`src/rtl/asuart_pkg.sv`:
```
package asuart_pkg;
  // register byte addresses
  localparam logic [2:0] ADDR_MODE   = 3'h0;
  localparam logic [2:0] ADDR_BAUD   = 3'h1;
  localparam logic [2:0] ADDR_TB_LO  = 3'h2;
  localparam logic [2:0] ADDR_TB_HI  = 3'h3;
  localparam logic [2:0] ADDR_CTL0   = 3'h4;
  localparam logic [2:0] ADDR_CTL1   = 3'h5;
  localparam logic [2:0] ADDR_RB_LO  = 3'h6;
  localparam logic [2:0] ADDR_RB_HI  = 3'h7;
  // serial_mode_reg fields
  localparam int MR_CLOCK_SOURCE_SEL  = 3;
  localparam int MR_STOP   = 4;
  localparam int MR_PEVEN  = 5;
  localparam int MR_PEN    = 6;
  // serial_control_zero fields
  localparam int C0_SHEMPTY = 3;
  localparam int C0_ODRAIN  = 5;
  localparam int C0_CKEDGE  = 6;
  localparam int C0_MSBF    = 7;
  // serial_control_one fields
  localparam int C1_TXEN   = 0;
  localparam int C1_TBE    = 1;
  localparam int C1_RXEN   = 2;
  localparam int C1_RXDONE = 3;
  localparam int C1_TXISEL = 4;
  localparam int C1_CONTRX = 5;
  // rx_buffer upper byte fields
  localparam int RB_OVR  = 4;
  localparam int RB_FER  = 5;
  localparam int RB_PER  = 6;
  localparam int RB_SUM  = 7;
  // mode codes
  localparam logic [2:0] MODE_7BIT = 3'h4;
  localparam logic [2:0] MODE_8BIT = 3'h5;
  localparam logic [2:0] MODE_9BIT = 3'h6;
  // count source codes and prescale
  localparam logic [1:0] SRC_F1  = 2'h0;
  localparam logic [1:0] SRC_F8  = 2'h1;
  localparam logic [4:0] PRE_F8  = 5'h07;
  localparam logic [4:0] PRE_F32 = 5'h1f;
  // oversampling
  localparam logic [3:0] OVS_LAST = 4'hf;
  localparam logic [3:0] OVS_MID  = 4'h7;
  // reset values
  localparam logic [7:0] RST_MODE = 8'h00;
  localparam logic [7:0] RST_BAUD = 8'h00;
  localparam logic [7:0] RST_CTL0 = 8'h00;
  localparam logic [7:0] RST_CTL1 = 8'h00;
endpackage : asuart_pkg

```
`src/rtl/asuart_top.sv`:
```
// Overview of operation
// start bit then 7, 8 or 9 bits
// parity odd, even or none
// one or two stop bits sent
// internal source f1/f8/f32 over 16(n+1)
// external clock pin over 16(n+1)
// transmit when enabled and data waiting
// receive when enabled and start seen
// tx request on buffer transfer, select 0
// tx request on shift done, select 1
// rx request when buffer loaded
// overrun when new char meets unread
// overrun keeps request, data undefined
// framing error on missing stop bit
// parity error on ones mismatch
// error sum on any error
// software sets mode 100b/101b/110b
// msb first only for 8 bits
// buffer bits 0-6, 0-7, 0-8 used
// idle line high or released
// upper rx read clears errors, done; code leaves overrun set until receive disabled
// nine bits: upper byte written first
// falling edge start, mid-bit sampling
// buffer and shift empty flags
module asuart_top (
  // clock and reset
  input  wire logic       sys_clk_i,
  input  wire logic       nrst_i,
  // register port
  input  wire logic [2:0] reg_addr_i,
  input  wire logic [7:0] reg_wdata_i,
  input  wire logic       reg_wr_i,
  input  wire logic       reg_rd_i,
  output logic      [7:0] reg_rdata_o,
  // serial pins
  input  wire logic       serial_in_pin_i,
  input  wire logic       serial_clock_pin_i,
  output logic            serial_out_pin_o,
  output logic            serial_out_pin_oe_o,
  // event pulses
  output logic            tx_irq_o,
  output logic            rx_irq_o
);
  import asuart_pkg::*;

  // transmit and receive states
  typedef enum logic [4:0] {
    ASU_IDLE  = 5'h01,
    ASU_START = 5'h02,
    ASU_DATA  = 5'h04,
    ASU_PAR   = 5'h08,
    ASU_STOP  = 5'h10
  } asu_state_e;

  logic       rst_s1_q;              // reset release stage one
  logic       rst_n;                 // released reset copy
  logic [7:0] mode_q;                // serial_mode_reg
  logic [7:0] baud_q;                // baud_divider
  logic [7:0] ctl0_q;                // serial_control_zero stored bits
  logic [7:0] ctl1_q;                // serial_control_one stored bits
  logic [8:0] tb_q;                  // tx_buffer
  logic       tbe_q;                 // tx_buffer_empty_flag
  logic       shemp_q;               // shift_empty_flag
  logic [8:0] rb_q;                  // rx_buffer data
  logic       rxdone_q;              // rx_complete_flag
  logic       ovr_q;                 // overrun_flag
  logic       fer_q;                 // framing_error_flag
  logic       per_q;                 // parity_error_flag
  logic [4:0] pre_q;                 // f8/f32 prescaler
  logic [7:0] brg_q;                 // divider down counter
  logic       tick;                  // sixteen-times bit clock
  logic       ck_s1_q, ck_s2_q, ck_p_q;
  logic       rx_s1_q, rx_s2_q, rx_p_q;
  asu_state_e tx_st_q, rx_st_q;
  logic [3:0] tx_sub_q, rx_sub_q;    // ticks within a bit
  logic [3:0] tx_bit_q, rx_bit_q;    // bits within a field
  logic [8:0] tx_sh_q, rx_sh_q;      // shift registers
  logic       tx_par_q;              // parity bit to send
  logic       rx_fe_q;               // stop bit low seen
  logic       rx_pbit_q;             // received parity bit
  logic [7:0] rdata_q;
  logic       line_q, oe_q, txirq_q, rxirq_q;

  // decoded settings
  logic       mode_ok;
  logic [3:0] nbits;
  logic       msb_first;
  logic       two_stop;
  logic       par_en;
  logic       rd_hi;
  logic       tx_go, tx_end, rx_end, rx_ovr;
  logic       line_d;
  logic [8:0] rx_data;
  logic       rx_perr;

  always_comb begin
    mode_ok   = (mode_q[2:0] == MODE_7BIT) || (mode_q[2:0] == MODE_8BIT) ||
                (mode_q[2:0] == MODE_9BIT);
    nbits     = (mode_q[2:0] == MODE_7BIT) ? 4'h7 :
                (mode_q[2:0] == MODE_8BIT) ? 4'h8 : 4'h9;
    // msb first only at 8 bits
    msb_first = ctl0_q[C0_MSBF] && (mode_q[2:0] == MODE_8BIT);
    two_stop  = mode_q[MR_STOP];
    par_en    = mode_q[MR_PEN];
    rd_hi     = reg_rd_i && (reg_addr_i == ADDR_RB_HI);
  end

  // mask to the active width, unused bits zero
  function automatic logic [8:0] asu_mask(input logic [8:0] d, input logic [3:0] n);
    asu_mask = (n == 4'h7) ? {2'h0, d[6:0]} : (n == 4'h8) ? {1'h0, d[7:0]} : d;
  endfunction : asu_mask

  // swap bit order of the low byte
  function automatic logic [8:0] asu_rev8(input logic [8:0] d);
    logic [8:0] r;
    r = d;
    for (int k = 0; k < 8; k++) begin
      r[k] = d[7-k];
    end
    asu_rev8 = r;
  endfunction : asu_rev8

  // reset release through two stages
  always_ff @(posedge sys_clk_i or negedge nrst_i) begin
    if (!nrst_i) begin
      rst_s1_q <= 1'b0;
      rst_n    <= 1'b0;
    end else begin
      rst_s1_q <= 1'b1;
      rst_n    <= rst_s1_q;
    end
  end

  // pin synchronisers; stage one feeds stage two only
  always_ff @(posedge sys_clk_i or negedge rst_n) begin
    if (!rst_n) begin
      {ck_s1_q, ck_s2_q, ck_p_q} <= 3'h0;
      {rx_s1_q, rx_s2_q, rx_p_q} <= 3'h7;
    end else begin
      ck_s1_q <= serial_clock_pin_i;
      ck_s2_q <= ck_s1_q;
      ck_p_q  <= ck_s2_q;
      rx_s1_q <= serial_in_pin_i;
      rx_s2_q <= rx_s1_q;
      rx_p_q  <= rx_s2_q;
    end
  end

  // configuration registers
  always_ff @(posedge sys_clk_i or negedge rst_n) begin
    if (!rst_n) begin
      mode_q <= RST_MODE;
      baud_q <= RST_BAUD;
      ctl0_q <= RST_CTL0;
      ctl1_q <= RST_CTL1;
    end else if (reg_wr_i) begin
      if (reg_addr_i == ADDR_MODE) begin
        mode_q <= reg_wdata_i;
      end else if (reg_addr_i == ADDR_BAUD) begin
        baud_q <= reg_wdata_i;
      end else if (reg_addr_i == ADDR_CTL0) begin
        ctl0_q <= reg_wdata_i;
      end else if (reg_addr_i == ADDR_CTL1) begin
        ctl1_q <= reg_wdata_i;
      end
    end
  end

  // source tick and divider; external edge is the rising one
  logic src_tick;
  always_comb begin
    if (mode_q[MR_CLOCK_SOURCE_SEL]) begin
      // external clock pin edges
      src_tick = ck_s2_q && !ck_p_q;
    end else if (ctl0_q[1:0] == SRC_F1) begin
      src_tick = 1'b1;
    end else if (ctl0_q[1:0] == SRC_F8) begin
      src_tick = (pre_q[2:0] == PRE_F8[2:0]);
    end else begin
      src_tick = (pre_q == PRE_F32);
    end
  end

  // divide source by n+1
  always_ff @(posedge sys_clk_i or negedge rst_n) begin
    if (!rst_n) begin
      pre_q <= 5'h00;
      brg_q <= 8'h00;
      tick  <= 1'b0;
    end else begin
      pre_q <= pre_q + 5'h01;
      tick  <= 1'b0;
      if (src_tick) begin
        if (brg_q == 8'h00) begin
          brg_q <= baud_q;
          tick  <= 1'b1;
        end else begin
          brg_q <= brg_q - 8'h01;
        end
      end
    end
  end

  // transmit start and end events
  always_comb begin
    // enable plus data waiting
    tx_go  = (tx_st_q == ASU_IDLE) && mode_ok && ctl1_q[C1_TXEN] && !tbe_q;
    tx_end = (tx_st_q == ASU_STOP) && tick && (tx_sub_q == OVS_LAST) &&
             (!two_stop || tx_bit_q == 4'h1);
  end

  // transmit buffer and its empty flag; a new write beats the load
  always_ff @(posedge sys_clk_i or negedge rst_n) begin
    if (!rst_n) begin
      tb_q  <= 9'h000;
      tbe_q <= 1'b1;
    end else begin
      // empty once moved to shifter
      if (tx_go) begin
        tbe_q <= 1'b1;
      end
      if (reg_wr_i && reg_addr_i == ADDR_TB_HI) begin
        tb_q[8] <= reg_wdata_i[0];
      end
      // low byte write arms sending
      if (reg_wr_i && reg_addr_i == ADDR_TB_LO) begin
        tb_q[7:0] <= reg_wdata_i;
        tbe_q     <= 1'b0;
      end
    end
  end

  // transmit sequencer
  always_ff @(posedge sys_clk_i or negedge rst_n) begin
    if (!rst_n) begin
      tx_st_q  <= ASU_IDLE;
      tx_sub_q <= 4'h0;
      tx_bit_q <= 4'h0;
      tx_sh_q  <= 9'h000;
      tx_par_q <= 1'b0;
      shemp_q  <= 1'b1;
    end else begin
      case (tx_st_q)
        ASU_IDLE: begin
          if (tx_go) begin
            // reorder for msb first
            tx_sh_q  <= msb_first ? asu_rev8(tb_q) : asu_mask(tb_q, nbits);
            // even: ones total even
            tx_par_q <= (^asu_mask(tb_q, nbits)) ^ !mode_q[MR_PEVEN];
            tx_st_q  <= ASU_START;
            tx_sub_q <= 4'h0;
            shemp_q  <= 1'b0;
          end
        end
        ASU_START: begin
          if (tick) begin
            tx_sub_q <= tx_sub_q + 4'h1;
            if (tx_sub_q == OVS_LAST) begin
              // start bit then data
              tx_st_q  <= ASU_DATA;
              tx_bit_q <= 4'h0;
            end
          end
        end
        ASU_DATA: begin
          if (tick) begin
            tx_sub_q <= tx_sub_q + 4'h1;
            if (tx_sub_q == OVS_LAST) begin
              tx_sh_q  <= {1'b0, tx_sh_q[8:1]};
              tx_bit_q <= tx_bit_q + 4'h1;
              if (tx_bit_q == nbits - 4'h1) begin
                tx_st_q  <= par_en ? ASU_PAR : ASU_STOP;
                tx_bit_q <= 4'h0;
              end
            end
          end
        end
        ASU_PAR: begin
          if (tick) begin
            tx_sub_q <= tx_sub_q + 4'h1;
            if (tx_sub_q == OVS_LAST) begin
              tx_st_q <= ASU_STOP;
            end
          end
        end
        ASU_STOP: begin
          if (tick) begin
            tx_sub_q <= tx_sub_q + 4'h1;
            if (tx_sub_q == OVS_LAST) begin
              tx_bit_q <= tx_bit_q + 4'h1;
            end
          end
          // one or two stop bits
          if (tx_end) begin
            tx_st_q <= ASU_IDLE;
            // shift empty after last stop
            shemp_q <= 1'b1;
          end
        end
        default: begin
          tx_st_q <= ASU_IDLE;
        end
      endcase
    end
  end

  // line level; open drain only ever pulls low
  always_comb begin
    case (tx_st_q)
      ASU_START: line_d = 1'b0;
      ASU_DATA:  line_d = tx_sh_q[0];
      ASU_PAR:   line_d = tx_par_q;
      default:   line_d = 1'b1;
    endcase
  end

  // idle high or released
  always_ff @(posedge sys_clk_i or negedge rst_n) begin
    if (!rst_n) begin
      line_q <= 1'b1;
      oe_q   <= 1'b1;
    end else begin
      line_q <= line_d;
      oe_q   <= ctl0_q[C0_ODRAIN] ? !line_d : 1'b1;
    end
  end

  // transmit event pulse
  always_ff @(posedge sys_clk_i or negedge rst_n) begin
    if (!rst_n) begin
      txirq_q <= 1'b0;
    end else begin
      // source select picks moment
      txirq_q <= ctl1_q[C1_TXISEL] ? tx_end : tx_go;
    end
  end

  // receive result decode
  always_comb begin
    rx_data = (nbits == 4'h7) ? {2'h0, rx_sh_q[8:2]} :
              (nbits == 4'h8) ? {1'h0, rx_sh_q[8:1]} : rx_sh_q;
    if (msb_first) begin
      rx_data = asu_rev8(rx_data);
    end
    // ones over data plus parity
    rx_perr = par_en && ((^rx_data ^ rx_pbit_q) != !mode_q[MR_PEVEN]);
    rx_end  = (rx_st_q == ASU_STOP) && tick && (rx_sub_q == OVS_MID) &&
              (!two_stop || rx_bit_q == 4'h1);
    // unread buffer at frame end
    rx_ovr  = rx_end && rxdone_q;
  end

  // receive sequencer
  always_ff @(posedge sys_clk_i or negedge rst_n) begin
    if (!rst_n) begin
      rx_st_q   <= ASU_IDLE;
      rx_sub_q  <= 4'h0;
      rx_bit_q  <= 4'h0;
      rx_sh_q   <= 9'h000;
      rx_fe_q   <= 1'b0;
      rx_pbit_q <= 1'b0;
    end else begin
      if (tick && rx_st_q != ASU_IDLE) begin
        rx_sub_q <= rx_sub_q + 4'h1;
      end
      case (rx_st_q)
        ASU_IDLE: begin
          // enabled, falling edge
          if (mode_ok && ctl1_q[C1_RXEN] && rx_p_q && !rx_s2_q) begin
            rx_st_q  <= ASU_START;
            rx_sub_q <= 4'h0;
            rx_fe_q  <= 1'b0;
          end
        end
        ASU_START: begin
          // mid start bit recheck
          if (tick && rx_sub_q == OVS_MID) begin
            rx_st_q  <= rx_s2_q ? ASU_IDLE : ASU_DATA;
            rx_bit_q <= 4'h0;
          end
        end
        ASU_DATA: begin
          if (tick && rx_sub_q == OVS_MID) begin
            rx_sh_q  <= {rx_s2_q, rx_sh_q[8:1]};
            rx_bit_q <= rx_bit_q + 4'h1;
            if (rx_bit_q == nbits - 4'h1) begin
              rx_st_q  <= par_en ? ASU_PAR : ASU_STOP;
              rx_bit_q <= 4'h0;
            end
          end
        end
        ASU_PAR: begin
          if (tick && rx_sub_q == OVS_MID) begin
            rx_pbit_q <= rx_s2_q;
            rx_st_q   <= ASU_STOP;
          end
        end
        ASU_STOP: begin
          if (tick && rx_sub_q == OVS_MID) begin
            rx_bit_q <= rx_bit_q + 4'h1;
            // any low stop bit
            if (!rx_s2_q) begin
              rx_fe_q <= 1'b1;
            end
          end
          if (rx_end) begin
            rx_st_q <= ASU_IDLE;
          end
        end
        default: begin
          rx_st_q <= ASU_IDLE;
        end
      endcase
    end
  end

  // receive buffer and flags; hardware set wins over read clear
  always_ff @(posedge sys_clk_i or negedge rst_n) begin
    if (!rst_n) begin
      rb_q     <= 9'h000;
      rxdone_q <= 1'b0;
      ovr_q    <= 1'b0;
      fer_q    <= 1'b0;
      per_q    <= 1'b0;
      rxirq_q  <= 1'b0;
    end else begin
      rxirq_q <= 1'b0;
      // upper read clears done, framing and parity flags
      if (rd_hi) begin
        rxdone_q <= 1'b0;
        fer_q    <= 1'b0;
        per_q    <= 1'b0;
      end
      if (!ctl1_q[C1_RXEN]) begin
        ovr_q <= 1'b0;
      end
      if (rx_ovr) begin
        // data undefined, no request
        ovr_q <= 1'b1;
        rb_q  <= rx_data;
      end else if (rx_end) begin
        // load buffer, request
        rb_q     <= rx_data;
        rxdone_q <= 1'b1;
        rxirq_q  <= 1'b1;
        fer_q    <= rx_fe_q || !rx_s2_q;
        per_q    <= rx_perr;
      end
    end
  end

  // read data one cycle after the strobe, unmapped reads zero
  always_ff @(posedge sys_clk_i or negedge rst_n) begin
    if (!rst_n) begin
      rdata_q <= 8'h00;
    end else begin
      rdata_q <= 8'h00;
      if (reg_rd_i) begin
        if (reg_addr_i == ADDR_MODE) begin
          rdata_q <= mode_q;
        end else if (reg_addr_i == ADDR_BAUD) begin
          rdata_q <= baud_q;
        end else if (reg_addr_i == ADDR_CTL0) begin
          rdata_q <= ctl0_q;
          rdata_q[C0_SHEMPTY] <= shemp_q;
        end else if (reg_addr_i == ADDR_CTL1) begin
          rdata_q <= ctl1_q;
          rdata_q[C1_TBE]    <= tbe_q;
          rdata_q[C1_RXDONE] <= rxdone_q;
        end else if (reg_addr_i == ADDR_RB_LO) begin
          rdata_q <= rb_q[7:0];
        end else if (reg_addr_i == ADDR_RB_HI) begin
          rdata_q[0]      <= rb_q[8];
          rdata_q[RB_OVR] <= ovr_q;
          rdata_q[RB_FER] <= fer_q;
          rdata_q[RB_PER] <= per_q;
          // sum of all errors
          rdata_q[RB_SUM] <= ovr_q || fer_q || per_q;
        end
      end
    end
  end

  assign reg_rdata_o         = rdata_q;
  assign serial_out_pin_o    = line_q;
  assign serial_out_pin_oe_o = oe_q;
  assign tx_irq_o            = txirq_q;
  assign rx_irq_o            = rxirq_q;
endmodule : asuart_top

```
`config.mk`:
```
export PLATFORM = sky130hd
export DESIGN_NAME = asuart_top
export DESIGN_NICKNAME = d
export VERILOG_FILES = /design/src/rtl/asuart_pkg.sv /design/src/rtl/asuart_top.sv
export SDC_FILE = /design/constraint.sdc
export NUM_CORES = 1
export LEC_CHECK = 0
export BUFFER_PORTS_ARGS = -buffer_cell sky130_fd_sc_hd__buf_2
export CELL_PAD_IN_SITES_DETAIL_PLACEMENT = 1
export CELL_PAD_IN_SITES_GLOBAL_PLACEMENT = 2
export CORE_MARGIN = 2
export CORE_UTILIZATION = 38
export CTS_BUF_LIST = sky130_fd_sc_hd__clkbuf_2 sky130_fd_sc_hd__clkbuf_4 sky130_fd_sc_hd__clkbuf_8
export CTS_CLUSTER_SIZE = 14
export DETAILED_ROUTE_END_ITERATION = 8
export PLACE_DENSITY = 0.73
export SYNTH_ARGS = -nofsm -noshare
export SYNTH_HDL_FRONTEND = slang
export SYNTH_SLANG_ARGS = --single-unit
```
`constraint.sdc`:
```
create_clock -name sys_clk_i -period 4.05 [get_ports sys_clk_i]
set_input_delay 0.81 -clock sys_clk_i [delete_from_list [all_inputs] [get_ports sys_clk_i]]
set_output_delay 0.81 -clock sys_clk_i [all_outputs]
set_load 0.02 [all_outputs]
```
; ---- Word-level counts from Yosys, hierarchy flattened
; Cells that the tools add are included.
[op_classes]
add_sub_neg = 7
n_eq_ne = 54
muxes = 93
bitwise_logic = 5
n_reduce_logical = 63
[op_table]
columns = op, n
row1 = $mux 9, 10
row2 = $mux 5, 16
row3 = $mux 4, 19
row4 = $mux 8, 7
row5 = $pmux 5 s5, 2
row6 = $ne 2x2->1 const B, 17
row7 = $mux 1, 30
row8 = $eq 3x3->1 const B, 8
row9 = $pmux 4 s3, 2
row10 = $logic_and 1x1->1, 21
row11 = $pmux 9 s2, 1
row12 = $reduce_xor 9->1, 2
row13 = $add 4x1->4 const B, 4
row14 = $reduce_and 4->1, 4
row15 = $eq 5x5->1 const B, 3
row16 = $reduce_bool 2->1, 6
row17 = $eq 5x1->1 const B, 2
row18 = $eq 5x2->1 const B, 2
row19 = $eq 5x3->1 const B, 2
row20 = $eq 5x4->1 const B, 2
row21 = $reduce_and 3->1, 3
row22 = $reduce_and 9->1, 1
row23 = $eq 4x1->1 const B, 2
row24 = $eq 4x3->1 const B, 2
row25 = other kinds (28), 54
[word_totals]
regBits = 137
input_bits = 17
out_inout_bits = 12
wordCells = 262

; ---- Longest topological paths before layout
; Gate-level depths: netlist of the first run.
[depth]
depth_word = 13
ltp_mapped = 9
ltp_nobuf = 8

; ---- Worst setup path before layout of the first run
; No wires, ideal clock.
[synth_timing]
path_kind = reg2reg
startpoint = register tx_bit_q[1]
endpoint = register tx_st_q[2]
setup_ps = 125
arrival_ps = 2044
required_ps = 3925
setup_slack_ps = 1881
path_stages_with_launch = 9
synth_period_minus_slack_ps = 2169
cell_sequence = dfrtp_1 -> inv_1 -> ha_1 -> or3b_2 -> a21oi_1 -> nor2_1 -> a211oi_1 -> and2_2 -> mux2_2
[synth_between]
elab_chain_cells = 5
elab_cells_between_ends = 7
cone_classes = eq/ne: 4 / reduce/logical: 3
[synth_rtl]
columns = element, line
row1 = start: declaration, asuart_top.sv:76  ; logic [3:0] tx_bit_q, rx_bit_q;
row2 = start signal: assignment, asuart_top.sv:270  ; tx_bit_q <= tx_bit_q + 4'h1;
row3 = start signal: assignment, asuart_top.sv:290  ; tx_bit_q <= tx_bit_q + 4'h1;
row4 = $eq 4x1->1, asuart_top.sv:209  ; (!two_stop || tx_bit_q == 4'h1);
row5 = $logic_or 1x1->1, asuart_top.sv:209
row6 = $logic_and 1x1->1, asuart_top.sv:208  ; tx_end = (tx_st_q == ASU_STOP) && tick && (tx_sub_q == OVS_LAST) &&
row7 = $ne 2x2->1 (no source line), --
row8 = $reduce_and 9->1 (no source line) (*), --
row9 = end signal: assignment, asuart_top.sv:272  ; tx_st_q <= par_en ? ASU_PAR : ASU_STOP;
row10 = end: declaration, asuart_top.sv:74  ; asu_state_e tx_st_q, rx_st_q;
; Mark *: on every way between the ends. The rest lies on a longest branch, timed or not.
; A chain may end at the register's enable or synchronous reset.

; ---- Final worst setup path of the first run
[layout_timing]
startpoint = register rx_st_q[3]
endpoint = register fer_q
[layout_between]
elab_chain_cells = 6
elab_cells_between_ends = 7
cone_classes = eq/ne: 1 / mux: 2 / reduce/logical: 4
[layout_rtl]
columns = element, line
row1 = start: declaration, asuart_top.sv:74
row2 = start signal: assignment, asuart_top.sv:378  ; rx_st_q <= rx_s2_q ? ASU_IDLE : ASU_DATA;
row3 = start signal: assignment, asuart_top.sv:387  ; rx_st_q <= par_en ? ASU_PAR : ASU_STOP;
row4 = $eq 5x5->1 (*), asuart_top.sv:347  ; rx_end = (rx_st_q == ASU_STOP) && tick && (rx_sub_q == OVS_MID) &&
row5 = $logic_and 1x1->1 (*) (3 in series), asuart_top.sv:347
row6 = $mux 1 / $logic_and 1x1->1 (equally long branches), "asuart_top.sv:441, asuart_top.sv:350"
row7 = $mux 1 (*), asuart_top.sv:437  ; if (rx_ovr) begin
row8 = end signal: assignment, asuart_top.sv:446  ; fer_q <= rx_fe_q || !rx_s2_q;
row9 = end: declaration, asuart_top.sv:67  ; logic fer_q;
; Marked as above.

==> impl_metrics.ini, run 1 <==
[timing]
worst_pin_slew_ps = 967
rsz0062_at_grt = false
maxSlewViolCount = 0
clock_skew_ps = 13.5
relSlewSlack_pct = 35.5
finalHoldViolCount = 0
finalSetupViolations = 0
fin_crit_sh_pct = 64.0
finalSetupTns_ps = 0
fin_crit_ps = 2590
max_clock_freq_mhz = 386

[routing]
drc = 0
num_vias = 5045
wire_per_inst_um = 19.6
avgViaCountPerCell = 5.48
first_pass_iters = 4
antenna_left = 0
drt_iter0_drc = 235
wl_um = 18100

[cells_and_area]
drive_gt1_share_pct = 23.0
fillers = 1965
syn_to_final_growth_pct = 10.3
fin_nets = 706
utilization_pct = 42.5
antennaDiodeCount = 0

[clock_network]
cts_setup_buffers = 0
clock_latency_ps = 460
cts_tree = done
cts-buffers-inserted = 17
cts-resized-gates = 0
cts_htree_levels = 4
cts.clk_slew.worst_paths_ps = 80
cts.sinks = 134
clockBufferDepth = 2
hold_buffers = 0
root_buffer = clkbuf_8

[synth]
synthAdderAreaFrac_pct = 2.00
synthesis.area_um2 = 6880
synth_top_cell_area_share_pct = 45.4
synth_top_family_by_area = simple AND/OR/NAND/NOR gates
syn_area_per_cell_um2 = 10.5
synth_nets = 684
synth-seq-cells = 134
yosys_warnings = 0
postSynth.asyncResetShare_pct = 100
yosysUniqueCellTypes = 69
synthFlopType = dfrtp_1
synth_compound_area_share_pct = 13.2
yosysSeqAreaShare_pct = 48.9
synth_edf_count = 0
synthSimpleGateAreaFrac_pct = 15.6
synth.area.top_cells = dfrtp_1 (45%), mux2_2 (10%), o21ai_0 (4.7%)
synthTopCellsByCount = dfrtp_1 (125), nand2_1 (81), mux2_2 (64), o21ai_0 (64), nor2_1 (33)
synthMuxAreaShare_pct = 13.7
synthCells = 656
synth-xor-area-share_pct = 3.45
synth_top_area_cell = dfrtp_1
yosysMostFrequentCell = dfrtp_1

[global_routing]
grt_pass1_wl_um = 30100
grt_usage_pct = 20.0
grt_pass1_vias = 5381
grt_max_degree = 73
overflow = 0
antenna_found_initial = 0

[die]
std_cell_rows = 49
die_h_um = 139
initial_utilization_pct = 38.6
die-area_um2 = 19200
core_um2 = 17800
io_pins = 29
die_w_um = 139

[worst_setup_path]
slowest_stage = or3_1
startpoint = rx_st_q[3]
critPathRequiredTime_ps = 4430
cp-end-kind = flip-flop
ff2ff_setup_slack_ps = 1460
critPathBufInv = 0
arrival_ps = 2970
start_kind = flip-flop
ff2ff_path_depth = 6
critPathKind = reg2reg
crit_chain = nor2_1 -> nand3_1 -> or3_1 -> nor2_1 -> o21ai_0 -> o21ai_0
r2r_start = rx_st_q[3]
crit_fanout = 20
slowest_delay_ps = 670
crit_family = simple AND/OR/NAND/NOR gates
reg2reg_to = fer_q

[placed_design]
dp_hpwl_um = 13200
portBuffers = 28
place_congestion = 0.859

[power]
power.density_nw_per_um2 = 534
ir_drop_uv = 222
p_leak_nw = 3.33

[worst_hold_path]
hold_path.class = in2async

[flow_run]
maxCapViolations = 0

[run_status]
status = completed
## cell usage in the layout, fill, tap and decap left out, types with 8 or more instances in the layout
master    instances
dfrtp_1         124
nand2_1          81
o21ai_0          64
mux2_2           64
nor2_1           33
buf_2            28
a21oi_1          26
nand3_1          18
inv_1            17
clkbuf_8         17
nand2b_1         14
xnor2_1          14
nor3_1           11
ha_1             11
nor2b_1           9
mux2i_1           9
dfstp_2           9
xor2_1            8
## kinds of logic after synthesis
| logic type | Yosys count |
|---|---|
| fa+ha+maj | 11 |
| buf+inv | 47 |
| simple gates | 210 |
| flops | 134 |
| compound gates | 150 |
| xor+xnor | 24 |
| mux | 79 |
| other cells | 1 |
## sequential cells by signal, indices dropped and copies added (netlist names), 4 cells and up
name / cells
rx_sub_q: 4
pre_q: 5
ctl0_q: 7
tx_bit_q: 4
rx_bit_q: 4
tx_sh_q: 9
mode_q: 8
rx_st_q: 5
baud_q: 8
ctl1_q: 6
brg_q: 8
rx_sh_q: 9
tb_q: 9
tx_st_q: 5
rb_q: 9
tx_sub_q: 4
reg_rdata_o: 8
## area by class of cell
cell class	count	area [um2]	share of cell area, %
repair buffers	33	178	2.34
multi-input cells	475	3320	43.7
clock buffers	17	234	3.08
inverters	17	63.8	0.841
flip-flops and latches	134	3370	44.4
clock inverters	15	145	1.91
well taps	229	287	3.77
## stage by stage
step	worst slack [ps]	std cells	power [W]	hold WS, ps	instance area, um2
4_1_cts	1450	920	0.00410	83.6	7590
3_5_place_dp	1420	888	0.00299	337	7210
6_report	1460	920	0.00405	111	7590
3_3_place_gp	1490	888	0.00294	332	7210
2_1_floorplan	55.9	656	0.00264	331	6880
5_1_grt	1210	920	0.00434	72.0	7590
## layer usage
layer / GRT usage (%) / vias to the layer above / wire length (um)
li1: - / 2394 / -
met1: 28.3 / 2563 / 8780
met2: 30.9 / 62 / 8460
met3: 3.94 / 26 / 420
met4: 7.04 / 0 / 395
met5: 0 / - / 0
## power by group
group	switching, W	internal (W)	leakage (nW)	total (W)
Clock	0.000596	0.000499	0.190	0.00109
Sequential	0.000291	0.00158	1.67	0.00187
Combinational	0.000603	0.000479	1.46	0.00108
Total	0.00149	0.00256	3.33	0.00405
## how the worst max path moves through the flow
stage,to,cells past startpoint
floorplan,baud_q[0],0
global placement,mode_q[4],4
detailed placement,baud_q[3],4
CTS,fer_q,6
global route,fer_q,6
finish,fer_q,6
Note: power is estimated with default switching activity, not from simulation.
==> run 2, diff against run 1 <==
--- a/config.mk
+++ b/config.mk
@@ -5,15 +5,16 @@
 export SDC_FILE = /design/constraint.sdc
 export NUM_CORES = 1
 export LEC_CHECK = 0
+export ABC_AREA = 1
 export BUFFER_PORTS_ARGS = -buffer_cell sky130_fd_sc_hd__buf_2
 export CELL_PAD_IN_SITES_DETAIL_PLACEMENT = 1
 export CELL_PAD_IN_SITES_GLOBAL_PLACEMENT = 2
 export CORE_MARGIN = 2
-export CORE_UTILIZATION = 38
+export CORE_UTILIZATION = 39
 export CTS_BUF_LIST = sky130_fd_sc_hd__clkbuf_2 sky130_fd_sc_hd__clkbuf_4 sky130_fd_sc_hd__clkbuf_8
 export CTS_CLUSTER_SIZE = 14
 export DETAILED_ROUTE_END_ITERATION = 8
-export PLACE_DENSITY = 0.73
+export PLACE_DENSITY = 0.78
 export SYNTH_ARGS = -nofsm -noshare
 export SYNTH_HDL_FRONTEND = slang
 export SYNTH_SLANG_ARGS = --single-unit
==> constraint.sdc (replaced) <==
create_clock -name sys_clk_i -period 2.4 [get_ports sys_clk_i]
set_input_delay 0.48 -clock sys_clk_i [delete_from_list [all_inputs] [get_ports sys_clk_i]]
set_output_delay 0.48 -clock sys_clk_i [all_outputs]
set_load 0.02 [all_outputs]
==> impl_metrics.ini, run 2 <==
[worst_setup_path]
slowest_delay_ps = 540
crit_family = simple AND/OR/NAND/NOR gates
start_kind = flip-flop
ff2ff_setup_slack_ps = 200
cp-end-kind = flip-flop
crit_chain = inv_1 -> nor4_4 -> nand4_4 -> clkinv_4 -> nor2_4 -> a211oi_4 -> buf_4 -> o211ai_1 -> o21ai_0
critPathBufInv = 3
slowest_stage = dfstp_2
crit_fanout = 18
critPathKind = reg2reg
arrival_ps = 2570
critPathRequiredTime_ps = 2770

[global_routing]
grt_pass1_wl_um = 32200
grt_pass1_vias = 6197
grt_usage_pct = 22.8
antenna_found_initial = 0
grt_max_degree = 57
overflow = 0

[synth]
synth_edf_count = 0
synthFlopType = dfrtp_1
yosysMostFrequentCell = nand2_1
yosysSeqAreaShare_pct = 49.5
synth_nets = 865
synth_top_cell_area_share_pct = 46.0
synthTopCellsByCount = nand2_1 (204), dfrtp_1 (125), o21ai_0 (114), inv_1 (106), nor2_1 (58)
synth-seq-cells = 134
synth.area.top_cells = dfrtp_1 (46%), nand2_1 (11%), o21ai_0 (8.4%)
synthesis.area_um2 = 6790
yosysUniqueCellTypes = 50
yosys_warnings = 0
syn_area_per_cell_um2 = 8.12
synthCells = 837
postSynth.asyncResetShare_pct = 100
synth_top_area_cell = dfrtp_1

[placed_design]
placed_area_um2 = 7300
dp_hpwl_um = 14700
place_congestion = 0.830
portBuffers = 28

[die]
die_h_um = 136
core_um2 = 17200
die-area_um2 = 18500
std_cell_rows = 48
die_w_um = 136
initial_utilization_pct = 39.6
io_pins = 29

[timing]
fin_crit_ps = 2200
finalHoldViolCount = 0
max_clock_freq_mhz = 455
rsz0062_at_grt = false
relSlewSlack_pct = 58.7
finalSetupTns_ps = 0
worst_pin_slew_ps = 614
fin_crit_sh_pct = 91.6
finalSetupViolations = 0
clock_skew_ps = 18.6
maxSlewViolCount = 0
whs_ps = 109

[worst_hold_path]
hold_path.class = in2reg

[power]
finalPower_w = 0.00659
p_leak_nw = 3.77
power.density_nw_per_um2 = 849
ir_drop_uv = 330

[routing]
wire_per_inst_um = 17.1
drt_iter0_drc = 288
drt-met1-wl_um = 9220
first_pass_iters = 5
num_vias = 5913
top_layer_used = met4
antenna_left = 0
drc = 0
wl_met3_um = 625
route.met2.wl_um = 9000
avgViaCountPerCell = 5.26
wl_um = 19200

[cells_and_area]
drive_gt1_share_pct = 13.4
fillers = 2120
syn_to_final_growth_pct = 14.2
fin_nets = 915
multi_input_area_um2 = 2920
layout_commonest_cell = nand2_1
antennaDiodeCount = 0
mostFrequentLayoutCells = nand2_1 (203), dfrtp_1 (121), o21ai_0 (114), inv_1 (106), nor2_1 (57)
final_area_um2 = 7760
regArea_um2 = 3370

[clock_network]
root_buffer = clkbuf_8
cts.sinks = 134
cts_tree = done
cts_htree_levels = 4
cts-buffers-inserted = 17
cts.clk_slew.worst_paths_ps = 80
clock_latency_ps = 460
clockBufferDepth = 2

[run_status]
status = completed

[flow_run]
maxCapViolations = 0
==> run 2: cell families (layout without fill, tap and decap cells) <==
| group | Yosys count | count (layout) | synth area share [%] |
|---|---|---|---|
| buffers and inverters | 133 | 196 | 7.79 |
| adder cells (fa/ha/maj) | 11 | 11 | 2.03 |
| flip-flops | 134 | 134 | 49.5 |
| XOR/XNOR | 14 | 14 | 1.80 |
| AO/OA/AOI/OAI | 196 | 196 | 16.4 |
| other | 1 | 1 | 0.0552 |
| AND/OR/NAND/NOR | 348 | 348 | 22.4 |
==> run 2: final cells by class <==
type                            instances  share of cell area (%)
Inverter                              113                    5.57
Tap cell                              225                    3.63
Multi-Input combinational cell        570                    37.6
Timing Repair Buffer                   51                    4.55
Sequential cell                       134                    43.5
Clock inverter                         10                    1.69
Clock buffer                           22                    3.50
==> run 2: final timing paths <==
kind | depth (start not counted) | to | from
setup / recovery | 9 | tx_sh_q[0] | tx_st_q[0]
hold / removal | 1 | rx_s1_q | serial_in_pin_i
setup reg to reg | 9 | tx_sh_q[0] | tx_st_q[0]
hold reg to reg | 0 | tx_sub_q[1] | rst_n
max in group asynchronous | 1 | tbe_q | rst_n
min in group asynchronous | 0 | tx_sub_q[1] | rst_n
==> run 2: metal layers <==
layer / GRT usage, % / vias to the layer above
met4: 7.47 / 0
met5: 0 / -
met3: 3.88 / 28
li1: - / 2872
met1: 30.6 / 2936
met2: 37.5 / 77
==> run 2: report_power, final <==
group	switching, W	internal [W]	leakage, nW
sequential	0.000340	0.00265	1.67
clock	0.000876	0.00108	0.211
combinational	0.00105	0.000597	1.89
total	0.00226	0.00433	3.77
==> run 2: repair_timing <==
action	in CTS	in global routing
gates resized for setup	1	7
setup buffers	0	1
hold endpoints to repair	2	0
hold buffers	1	0
setup endpoints to repair	1	7
==> run 2: per-stage QoR <==
step                instances  setup slack, ps  util [%]
CTS                      1124              137      44.9
global placement         1091             61.9      42.5
floorplan                 837              180         -
finish                   1125              203      45.2
global route             1125             3.00      45.2
detailed placement       1091             16.6      42.5
==> run 3, diff against run 2 <==
--- a/config.mk
+++ b/config.mk
@@ -15,6 +15,7 @@
 export CTS_CLUSTER_SIZE = 14
 export DETAILED_ROUTE_END_ITERATION = 8
 export PLACE_DENSITY = 0.78
+export RECOVER_POWER = 100
 export SYNTH_ARGS = -nofsm -noshare
 export SYNTH_HDL_FRONTEND = slang
 export SYNTH_SLANG_ARGS = --single-unit
==> impl_metrics.ini, run 3 (synthesized netlist as in run 2, its figures left out) <==
[worst_setup_path]
cp-end-kind = flip-flop
start_kind = flip-flop
crit_fanout = 18
critPathRequiredTime_ps = 2780
arrival_ps = 2630
critPathKind = reg2reg

[power]
power_frac_comb_pct = 24.7
ir_drop_uv = 336
p_leak_nw = 3.69
p_int_w = 0.00431
clockPowerShare_pct = 29.8
switchingPower_w = 0.00227
power.density_nw_per_um2 = 854
p_sw_share_pct = 34.5
p_seq_share_pct = 45.5

[cells_and_area]
utilization_pct = 44.8
syn_to_final_growth_pct = 13.3
mostFrequentLayoutCells = nand2_1 (203), dfrtp_1 (122), o21ai_0 (114), inv_1 (106), nor2_1 (57)
antennaDiodeCount = 0
layout_commonest_cell = nand2_1
fin_nets = 915
instances_no_fill = 1125
drive_gt1_share_pct = 10.7
fillers = 2127

[global_routing]
grt_max_degree = 57
overflow = 0
grt_pass1_vias = 6197
grt_usage_pct = 22.8
grt_pass1_wl_um = 32200
antenna_found_initial = 0

[clock_network]
cts_tree = done
root_buffer = clkbuf_8
cts.clk_slew.worst_paths_ps = 80
cts_htree_levels = 4
clockBufferDepth = 2
cts-buffers-inserted = 17
clock_latency_ps = 460
cts.sinks = 134

[routing]
top_layer_used = met4
antenna_left = 0
drt-met1-wl_um = 9290
drt_iter0_drc = 249
first_pass_iters = 5
wl_um = 19200
wire_per_inst_um = 17.1
wl_met3_um = 582
drc = 0
avgViaCountPerCell = 5.25
num_vias = 5903
route.met2.wl_um = 8990

[timing]
relSlewSlack_pct = -0.738
finalSetupTns_ps = 0
maxSlewViolCount = 36
rsz0062_at_grt = false
fin_crit_ps = 2250
worst_pin_slew_ps = 1510
max_clock_freq_mhz = 444
whs_ps = 106
clock_skew_ps = 17.0
finalHoldViolCount = 0
finalSetupViolations = 0
fin_crit_sh_pct = 93.8

[run_status]
status = complete, but fails checks
violations = capacitance limit, slew limit

[die]
die-area_um2 = 18500
std_cell_rows = 48
io_pins = 29
initial_utilization_pct = 39.6
die_h_um = 136
die_w_um = 136
core_um2 = 17200

[placed_design]
portBuffers = 28
place_congestion = 0.830
dp.cells = 1091
dp_hpwl_um = 14700

[worst_hold_path]
hold_path.class = in2reg

[flow_run]
maxCapViolations = 1
run 3: changes by cell type in the layout (fill, tap and decap cells not counted), moves of 2 or more:
cell,before,now
dfstp_2,9,7
clkbuf_1,0,21
buf_4,19,12
dfstp_1,0,2
buf_2,28,12
run 3: area by class of cell:
type	instances	area, um2	share of cell area [%]
Timing Repair Buffer	51	303	3.93
Clock inverter	10	131	1.71
Sequential cell	134	3370	43.8
Clock buffer	22	272	3.53
Inverter	113	432	5.61
Multi-Input combinational cell	570	2910	37.8
Tap cell	225	282	3.66
run 3: metrics by stage:
step	area [um2]	worst slack, ps	total power [W]
CTS	7720	137	0.00665
global placement	7300	61.9	0.00456
detailed placement	7300	16.6	0.00465
global route	7700	2.26	0.00704
floorplan	6800	180	0.00411
finish	7700	149	0.00657
run 3: timing repair:
action,in CTS,in global routing
hold endpoints to repair,2,0
resized for setup,1,7
hold buffers,1,0
setup buffers,0,1
gates cloned,0,0
setup endpoints to repair,1,7
run 3: power groups by stage:
stage,combinational (W),clock (W),sequential (W)
after floorplan,0.00117,0,0.00295
after global placement,0.00155,0,0.00301
after detailed placement,0.00162,0,0.00304
after CTS,0.00163,0.00202,0.00300
after global routing,0.00188,0.00212,0.00305
final,0.00163,0.00196,0.00299
run 3: worst paths after layout:
| check | start | endpoint | slack, ps | cells past startpoint |
|---|---|---|---|---|
| setup / recovery | tx_st_q[0] | tx_sh_q[0] | 150 | 9 |
| hold / removal | serial_in_pin_i | rx_s1_q | 110 | 1 |
| setup reg to reg | tx_st_q[0] | tx_sh_q[0] | 150 | 9 |
| hold reg to reg | rst_s1_q | rst_n | 350 | 0 |
| max in group asynchronous | rst_n | tbe_q | 550 | 1 |
| min in group asynchronous | nrst_i | rst_s1_q | 340 | 2 |
run 3: per-layer routing:
metal | vias to the layer above | track usage (%)
li1 | 2876 | -
met1 | 2932 | 30.6
met2 | 68 | 37.5
met3 | 27 | 3.88
met4 | 0 | 7.47
met5 | - | 0
run 3: worst max-delay path, cell delays in order, from the launching register on:
cell	delay [ps]
dfstp_2	540
inv_1	70
nor4_4	430
nand4_4	290
clkinv_4	160
nor2_4	60
a211oi_4	140
clkbuf_4	290
o211ai_1	110
o21ai_0	90
